**src/wdog_irq_lock_cfg.svh**
```systemverilog
// offsets, key, read values and reset values of the irq status / lock block
// What this block does
// raw status register bit 0 shows unmasked interrupt; bits 31:1 read zero
// raw flag stays readable while interrupt output is disabled
// masked status bit 0 is raw flag AND interrupt enable bit
// writing key 0x1ACCE551 to lock register permits writes elsewhere
// writing any other value locks; other register writes then ignored
// lock register reads 1 while locked, 0 while unlocked
// any unlocked write to clear register reloads counter and clears flag; a timeout in the same cycle still reloads but keeps the flag set
// after reset the block is unlocked and lock register reads zero
`ifndef WDOG_IRQ_LOCK_CFG_SVH
`define WDOG_IRQ_LOCK_CFG_SVH

`define ADDR_W             12
`define OFS_CLEAR_RELOAD   12'h00c
`define OFS_RAW_STATUS     12'h010
`define OFS_MASKED_STATUS  12'h014
`define OFS_WRITE_LOCK     12'hc00
`define UNLOCK_KEY         32'h1acce551
`define LOCK_READ_LOCKED   32'h00000001
`define LOCK_READ_UNLOCKED 32'h00000000
`define STATUS_BIT         0
`define LOCKED_RESET       1'b0
`define FLAG_RESET         1'b0
`define RDATA_RESET        32'h00000000

`endif

```
**src/wdog_irq_lock_pkg.sv**
```systemverilog
// state types of the irq status / lock block
package wdog_irq_lock_pkg;

  typedef struct packed {
    logic [31:0] prdata;
    logic        pready;
    logic        pslverr;
    logic        raw_flag;
    logic        masked_flag;
    logic        reload_pulse;
  } irq_state_t;

  typedef struct packed {
    logic locked;
    logic write_permit;
  } lock_state_t;

endpackage

```
**src/wdog_irq_lock.sv**
```systemverilog
// apb slave for watchdog raw/masked irq status, irq clear and write lock
//
// Design decision made here: the APB interface to the registers.
`timescale 1ns/100ps
`include "wdog_irq_lock_cfg.svh"
module wdog_irq_lock
  import wdog_irq_lock_pkg::*;
(
  input  wire logic                 pclk,
  input  wire logic                 presetn,
  input  wire logic                 psel,
  input  wire logic                 penable,
  input  wire logic                 pwrite,
  input  wire logic [`ADDR_W-1:0]   paddr,
  input  wire logic [31:0]          pwdata,
  output logic      [31:0]          prdata,
  output logic                      pready,
  output logic                      pslverr,
  input  wire logic                 timeout_event,
  input  wire logic                 irq_enable_bit,
  output logic                      irq_out,
  output logic                      irq_clear_reload,
  output logic                      write_permit
);

  irq_state_t st;
  irq_state_t next_st;
  logic       setup;
  logic       access;
  logic       lock_write;
  logic       locked;

  // true when the address equals the given register offset
  function automatic logic addr_hit(input logic [`ADDR_W-1:0] a,
                                    input logic [`ADDR_W-1:0] ofs);
    addr_hit = (a == ofs);
  endfunction

  function automatic logic mapped(input logic [`ADDR_W-1:0] a);
    mapped = addr_hit(a, `OFS_CLEAR_RELOAD) |
             addr_hit(a, `OFS_RAW_STATUS)   |
             addr_hit(a, `OFS_MASKED_STATUS) |
             addr_hit(a, `OFS_WRITE_LOCK);
  endfunction

  // bus phases; pready is our own flop so access ends after one cycle
  assign setup      = psel & ~penable;
  assign access     = psel & penable & st.pready;
  assign lock_write = access & pwrite & addr_hit(paddr, `OFS_WRITE_LOCK);

  write_guard_key u_guard (
    .pclk         (pclk),
    .presetn      (presetn),
    .lock_write   (lock_write),
    .key_data     (pwdata),
    .locked       (locked),
    .write_permit (write_permit)
  );

  // next state: bus answer, clear pulse, raw and masked flags
  always_comb begin
    next_st              = st;
    next_st.pready       = setup;
    next_st.pslverr      = setup & ~mapped(paddr);
    next_st.prdata       = `RDATA_RESET;
    // clear write
    // ignored while locked
    next_st.reload_pulse = access & pwrite & ~locked &
                           addr_hit(paddr, `OFS_CLEAR_RELOAD);
    // set wins over clear so a timeout in the clear cycle is not lost
    if (timeout_event) begin
      next_st.raw_flag = 1'b1;
    end else if (next_st.reload_pulse) begin
      next_st.raw_flag = 1'b0;
    end
    // raw AND enable
    next_st.masked_flag = next_st.raw_flag & irq_enable_bit;
    // read data captured in setup, held through the access cycle
    if (setup & ~pwrite) begin
      // raw flag bit 0
      // readable when masked
      if (addr_hit(paddr, `OFS_RAW_STATUS)) begin
        next_st.prdata[`STATUS_BIT] = st.raw_flag;
      end
      if (addr_hit(paddr, `OFS_MASKED_STATUS)) begin
        next_st.prdata[`STATUS_BIT] = st.masked_flag;
      end
      // lock status read
      if (addr_hit(paddr, `OFS_WRITE_LOCK)) begin
        next_st.prdata = locked ? `LOCK_READ_LOCKED : `LOCK_READ_UNLOCKED;
      end
    end
  end

  // single state register
  always_ff @(posedge pclk or negedge presetn) begin
    if (!presetn) begin
      st.prdata       <= `RDATA_RESET;
      st.pready       <= 1'b0;
      st.pslverr      <= 1'b0;
      st.raw_flag     <= `FLAG_RESET;
      st.masked_flag  <= `FLAG_RESET;
      st.reload_pulse <= 1'b0;
    end else begin
      st <= next_st;
    end
  end

  assign prdata           = st.prdata;
  assign pready           = st.pready;
  assign pslverr          = st.pslverr;
  assign irq_out          = st.masked_flag;
  assign irq_clear_reload = st.reload_pulse;
endmodule

```
**src/write_guard_key.sv**
```systemverilog
// lock state holder: key write unlocks, any other write locks
`timescale 1ns/100ps
`include "wdog_irq_lock_cfg.svh"
module write_guard_key
  import wdog_irq_lock_pkg::*;
(
  input  wire logic        pclk,
  input  wire logic        presetn,
  input  wire logic        lock_write,
  input  wire logic [31:0] key_data,
  output logic             locked,
  output logic             write_permit
);

  lock_state_t st;
  lock_state_t next_st;

  // a completed write to the lock register decides the new state
  always_comb begin
    next_st = st;
    if (lock_write) begin
      // key unlocks
      // other value locks
      next_st.locked = (key_data != `UNLOCK_KEY);
    end
    // permit kept as its own flop so the output needs no gate
    next_st.write_permit = ~next_st.locked;
  end

  // reset unlocked
  always_ff @(posedge pclk or negedge presetn) begin
    if (!presetn) begin
      st.locked       <= `LOCKED_RESET;
      st.write_permit <= ~`LOCKED_RESET;
    end else begin
      st <= next_st;
    end
  end

  assign locked       = st.locked;
  assign write_permit = st.write_permit;

endmodule

```
**config.mk**
```make
export PLATFORM = sky130hd
export DESIGN_NAME = wdog_irq_lock
export DESIGN_NICKNAME = d
export VERILOG_FILES = /design/src/wdog_irq_lock_pkg.sv /design/src/wdog_irq_lock.sv /design/src/write_guard_key.sv
export VERILOG_INCLUDE_DIRS = /design/src
export SDC_FILE = /design/constraint.sdc
export NUM_CORES = 1
export LEC_CHECK = 0
export BUFFER_PORTS_ARGS = -buffer_cell sky130_fd_sc_hd__buf_2
export CORE_AREA = 4 4 63 48
export DETAILED_ROUTE_END_ITERATION = 10
export DIE_AREA = 0 0 67 52
export GPL_TIMING_DRIVEN = 0
export HOLD_SLACK_MARGIN = 0.12
export PLACE_DENSITY = 0.79
export SLEW_MARGIN = 20
export SYNTH_ARGS = -nofsm -noshare
export SYNTH_HDL_FRONTEND = slang
export SYNTH_HIERARCHICAL = 1
export SYNTH_SLANG_ARGS = --single-unit
```
**constraint.sdc**
```tcl
create_clock -name pclk -period 1.5 [get_ports pclk]
set_input_delay 0.075 -clock pclk [delete_from_list [all_inputs] [get_ports pclk]]
set_output_delay 0.075 -clock pclk [all_outputs]
set_load 0.05 [all_outputs]
```
==> results of run 1 <==
cells in the mapped netlist, types with 2 or more instances:
cell,instances
and4b_1,2
nor4bb_1,2
nor2b_1,2
dfrtp_1,7
nor4_2,2
buf_4,32
nor2_1,3
nand4_1,4
and4bb_2,4
nor3_1,3
power breakdown:
part | switching [mW] | leakage, nW | internal [mW]
Sequential | 0.00156 | 0.0973 | 0.221
Clock | 0.0764 | 0.0150 | 0.102
Combinational | 0.242 | 0.639 | 0.147
Total | 0.320 | 0.751 | 0.469
layout make-up:
| type | count | area, µm² |
|---|---|---|
| buffer | 32 | 240 |
| clock buffer | 4 | 26.3 |
| fill | 216 | 1010 |
| inverter | 1 | 3.75 |
| multi-input combinational | 66 | 427 |
| sequential | 8 | 203 |
| tap | 34 | 42.5 |
| timing repair buffer | 71 | 430 |
path summary, 6_finish.rpt:
path	cells after the start	end	from
worst max-delay path	5	flip-flop	pready$_DFF_PN0_
min in group asynchronous	2	irq_clear_reload$_DFF_PN0_	presetn
worst min-delay path	4	u_guard/write_permit$_DFF_PN1_	pwdata[16]
max in group asynchronous	2	u_guard/write_permit$_DFF_PN1_	presetn
worst max register to register	5	flip-flop	pready$_DFF_PN0_
worst min register to register	1	irq_clear_reload$_DFF_PN0_	flip-flop
cell families after synthesis:
kind of cell	after synthesis
simple gates	31
compound gates	3
buf+inv	33
mux	1
other cells	1
flops	8
per-stage QoR:
step / TNS [ps] / setup WS (ps) / cells / utilization, %
floorplan: 0 / 13.1 / 107 / -
global placement: -181 / -111 / 197 / 50.1
detailed placement: -272 / -159 / 197 / 50.1
CTS: 0 / 60.1 / 216 / 57.5
global route: -28.1 / -28.1 / 216 / 57.6
finish: 0 / 33.7 / 216 / 57.6
worst register-to-register path, stage by stage (launching register included):
cell	delay [ps]
dfrtp_2	350
nand4_1	180
nor2_2	190
and4bb_2	240
nand4_1	120
o31a_1	260
layer usage:
layer  GRT usage, %  part of all wire, %  vias up
met5              0                    0        -
met4           6.73                  2.1        0
met3           4.54                   12        7
met2           26.8                   57       53
met1           10.8                   29      380
li1               -                    -      429
timing repair:
action | CTS | global route
resized for setup | 0 | 1
hold buffers | 15 | 0
endpoints found under the hold margin | 13 | 0
setup endpoints to repair | 0 | 1
==> flow_metrics.tcl, run 1 <==
set metrics [dict create \
    status "finished clean" \
    async_flop_share_pct 100 \
    max_freq_ghz 0.682 \
    synth_area_leaders "buf_4 (32%), dfrtp_1 (23%), and4bb_2 (6.6%)" \
    via_per_inst 4.02 \
    design.die.area_um2 3480 \
    fin_crit_sh_pct 97.8 \
    start_util_pct 31.8 \
    hpwl_mm 1.91 \
    rows 15 \
    clock-root-buffer "clkbuf_4" \
    syn_avg_cell_area_um2 9.83 \
    final_cell_area_um2 1370 \
    cts.path.max_buffers 2 \
    timing.hold.ws_ps 129 \
    place_congestion 0.694 \
    n_antenna_cell 0 \
    min_period_ps 1470 \
    firstDrtPassIters 3 \
    power_density_nw_per_um2 575 \
    cts_buffers 3 \
    drive_gt1_share_pct 57.7 \
    clkTransAtPathRegs_ps 60 \
    critPathTopFamily "simple AND/OR/NAND/NOR gates" \
    max-cap-violations 0 \
    maxSlewViolCount 0 \
    die_h_um 52 \
    ys_seq_area_share_pct 26.6 \
    syn_area_um2 757 \
    antenna_found_initial 0 \
    routed_wl_mm 2.37 \
    crit_buf_inv 0 \
    reg2reg_slack_ps 30 \
    synth_adder_area_share_pct 0 \
    die_w_um 67 \
    worst_hold_path_type "in -> reg" \
    io_buffers 56 \
    crit_arrival_ps 1610 \
    layout_common_cells "buf_2 (56), buf_4 (32), conb_1 (31)" \
    ys_ff_latch 8 \
    setup_violations 0 \
    slowest_stage "dfrtp_2" \
    synth_top_family_by_area "simple AND/OR/NAND/NOR gates" \
    cts_tree "yes" \
    drtIter0Drc 10 \
    cp_cell_sequence "nand4_1 > nor2_2 > and4bb_2 > nand4_1 > o31a_1" \
    synth_ff_type "dfrtp_1" \
    final_common_cell "buf_2" \
    synthCells 77 \
    synth_simple_gate_area_share_pct 36.0 \
    synth_xor_area_share_pct 0 \
    grt_first_pass_wirelength_mm 3.39 \
    muxShareOfSynthArea_pct 1.32 \
    p_leak_nw 0.751 \
    power_mw 0.790 \
    route.detailed.drc 0 \
    crit_top_cell "nand4_1" \
    grt_max_degree 9 \
    path_class "reg -> reg" \
    num_io_pins 88 \
    clock_sinks 8 \
    dpl-instance-area_um2 1190 \
    synth-compound-area-share_pct 3.31 \
    worst_ep_required_time_ps 1640 \
    track_usage_pct 13.1 \
    grt-ovfl-total 0 \
    ant_nets 0 \
    synth_edf_count 0 \
    yosys.area.top_type "buf_4" \
    cts_max_level 1 \
    synth_top_cell_area_share_pct 31.7 \
    grt_pass1_vias 841 \
    vias 869 \
    cpPeakStageDelay_ps 350 \
    irDropWorstVdd_v 0.000215 \
    finalHoldViolations 0 \
    syn2layout_area_growth_pct 81.3 \
    synth_cell_types 26 \
    worstSkewPairLatency_ps 260 \
    placeableCoreArea_um2 2380 \
    finClkSkew_ps 6.56 \
    wl_per_cell_um 11.0 \
    cts_setup_buffers 0 \
    nNetsFinal 234 \
    cp-end-kind "flip-flop" \
    worst_setup_path_start_kind "flip-flop" \
    yosysWarnings 6 \
    crit_fanout 3 \
]
Note: power is estimated with default switching activity, not from simulation.
==> run 2, diff against run 1 <==
- CORE_AREA: 4 4 63 48 -> 4 4 61 46
- DIE_AREA: 0 0 67 52 -> 0 0 65 50
- PLACE_DENSITY: 0.79 -> 0.85
- RECOVER_POWER: not set -> 25
- clock period: 1.5 -> 1.85 ns (I/O delays scaled with it)
==> flow_metrics.tcl, run 2 (synthesis gave the netlist of run 1 again) <==
set metrics [dict create \
    cts_buffers 3 \
    design.die.area_um2 3250 \
    rows 14 \
    cts_tree "yes" \
    hold_path_startpoint "pwdata[20]" \
    place_congestion 0.719 \
    firstDrtPassIters 2 \
    clock-root-buffer "clkbuf_4" \
    grt_pass1_vias 810 \
    cts_resized 0 \
    clock_sinks 8 \
    n_antenna_cell 0 \
    setup_violations 0 \
    cts_max_level 1 \
    finalHoldViolations 0 \
    max-cap-violations 0 \
    via_per_inst 3.87 \
    clkTransAtPathRegs_ps 50 \
    io_buffers 56 \
    path_class "in -> reg" \
    placeableCoreArea_um2 2150 \
    finClkSkew_ps 7.77 \
    routed_wl_mm 2.11 \
    nNetsFinal 224 \
    critical_path.startpoint "pwrite" \
    syn2layout_area_growth_pct 67.1 \
    rr_startpoint "pready$_DFF_PN0_" \
    grt_first_pass_wirelength_mm 3.19 \
    tns_ps 0 \
    layout_common_cells "buf_2 (55), buf_4 (32), conb_1 (31)" \
    max_freq_ghz 0.635 \
    route.detailed.drc 0 \
    worst_setup_path_start_kind "input port" \
    num_io_pins 88 \
    hpwl_mm 1.93 \
    power_density_nw_per_um2 484 \
    min_period_ps 1580 \
    antenna_found_initial 0 \
    worstSkewPairLatency_ps 250 \
    p_leak_nw 0.707 \
    fin_crit_sh_pct 85.2 \
    cp-end-kind "flip-flop" \
    grt-ovfl-total 0 \
    final_common_cell "buf_2" \
    vias 790 \
    nFillCells 199 \
    status "finished clean" \
    worst_hold_path_type "in -> reg" \
    timing.hold.ws_ps 128 \
    maxSlewViolCount 0 \
    start_util_pct 35.1 \
    rsz0062_at_grt "false" \
    reg2reg_slack_ps 370 \
    irDropWorstVdd_v 0.000204 \
    track_usage_pct 12.2 \
    wl_per_cell_um 10.3 \
    worst_ep_required_time_ps 1980 \
    grt_max_degree 9 \
    crit_arrival_ps 1700 \
    crit_fanout 3 \
    die_w_um 65 \
    cts.path.max_buffers 2 \
    drtIter0Drc 13 \
    drive_gt1_share_pct 59.3 \
    ant_nets 0 \
    die_h_um 50 \
]
[run 2: layout make-up]
class,instances,area (µm²),area share [%]
multi-input cells,66,424,33.5
repair buffers,61,329,26.0
plain buffers,32,240,19.0
flip-flops and latches,8,201,15.9
well taps,32,40.0,3.17
clock buffers,4,26.3,2.08
inverters,1,3.75,0.297
[run 2: power breakdown]
part,switching [mW],internal (mW),total (mW)
sequential,0.00162,0.179,0.180
combinational,0.191,0.105,0.296
clock,0.0539,0.0821,0.136
total,0.247,0.366,0.612
[run 2: layer usage]
| layer | routed length [µm] | GRT usage (%) | vias up |
|---|---|---|---|
| met5 | 0 | 0 | - |
| met4 | 0 | 1.05 | 0 |
| met3 | 197 | 3.41 | 0 |
| met2 | 1170 | 24.8 | 51 |
| met1 | 744 | 12.5 | 332 |
| li1 | - | - | 407 |
[run 2: critical path, cell delays in order]
cell and delay [ps]:
dlygate4sd3_1 520, buf_2 130, nand4_1 140, nor2_1 160, and4bb_2 230, nand4_1 130, o31a_1 300
[run 2: final timing paths]
check / endpoint / cells after the start
max: flip-flop / 7
min: u_guard/write_permit$_DFF_PN1_ / 3
max reg2reg: flip-flop / 5
min reg2reg: st[2]$_DFF_PN0_ / 2
max in group asynchronous: u_guard/write_permit$_DFF_PN1_ / 2
min in group asynchronous: irq_clear_reload$_DFF_PN0_ / 2
[run 2: what timing repair did]
item | 4_1_cts | 5_1_grt
buffers inserted | 0 | 0
endpoints found under the hold margin | 12 | 0
hold buffers | 5 | 0
[run 2: through the flow]
stage / cell area (µm²) / setup WS [ps] / util (%) / total power [mW] / std cells
6_report: 1260 / 274 / 58.7 / 0.612 / 204
4_1_cts: 1270 / 274 / 58.8 / 0.613 / 204
3_3_place_gp: 1190 / 164 / 55.2 / 0.464 / 195
2_1_floorplan: 870 / 198 / - / 0.401 / 107
5_1_grt: 1260 / 163 / 58.7 / 0.644 / 204
3_5_place_dp: 1190 / 95.4 / 55.2 / 0.467 / 195
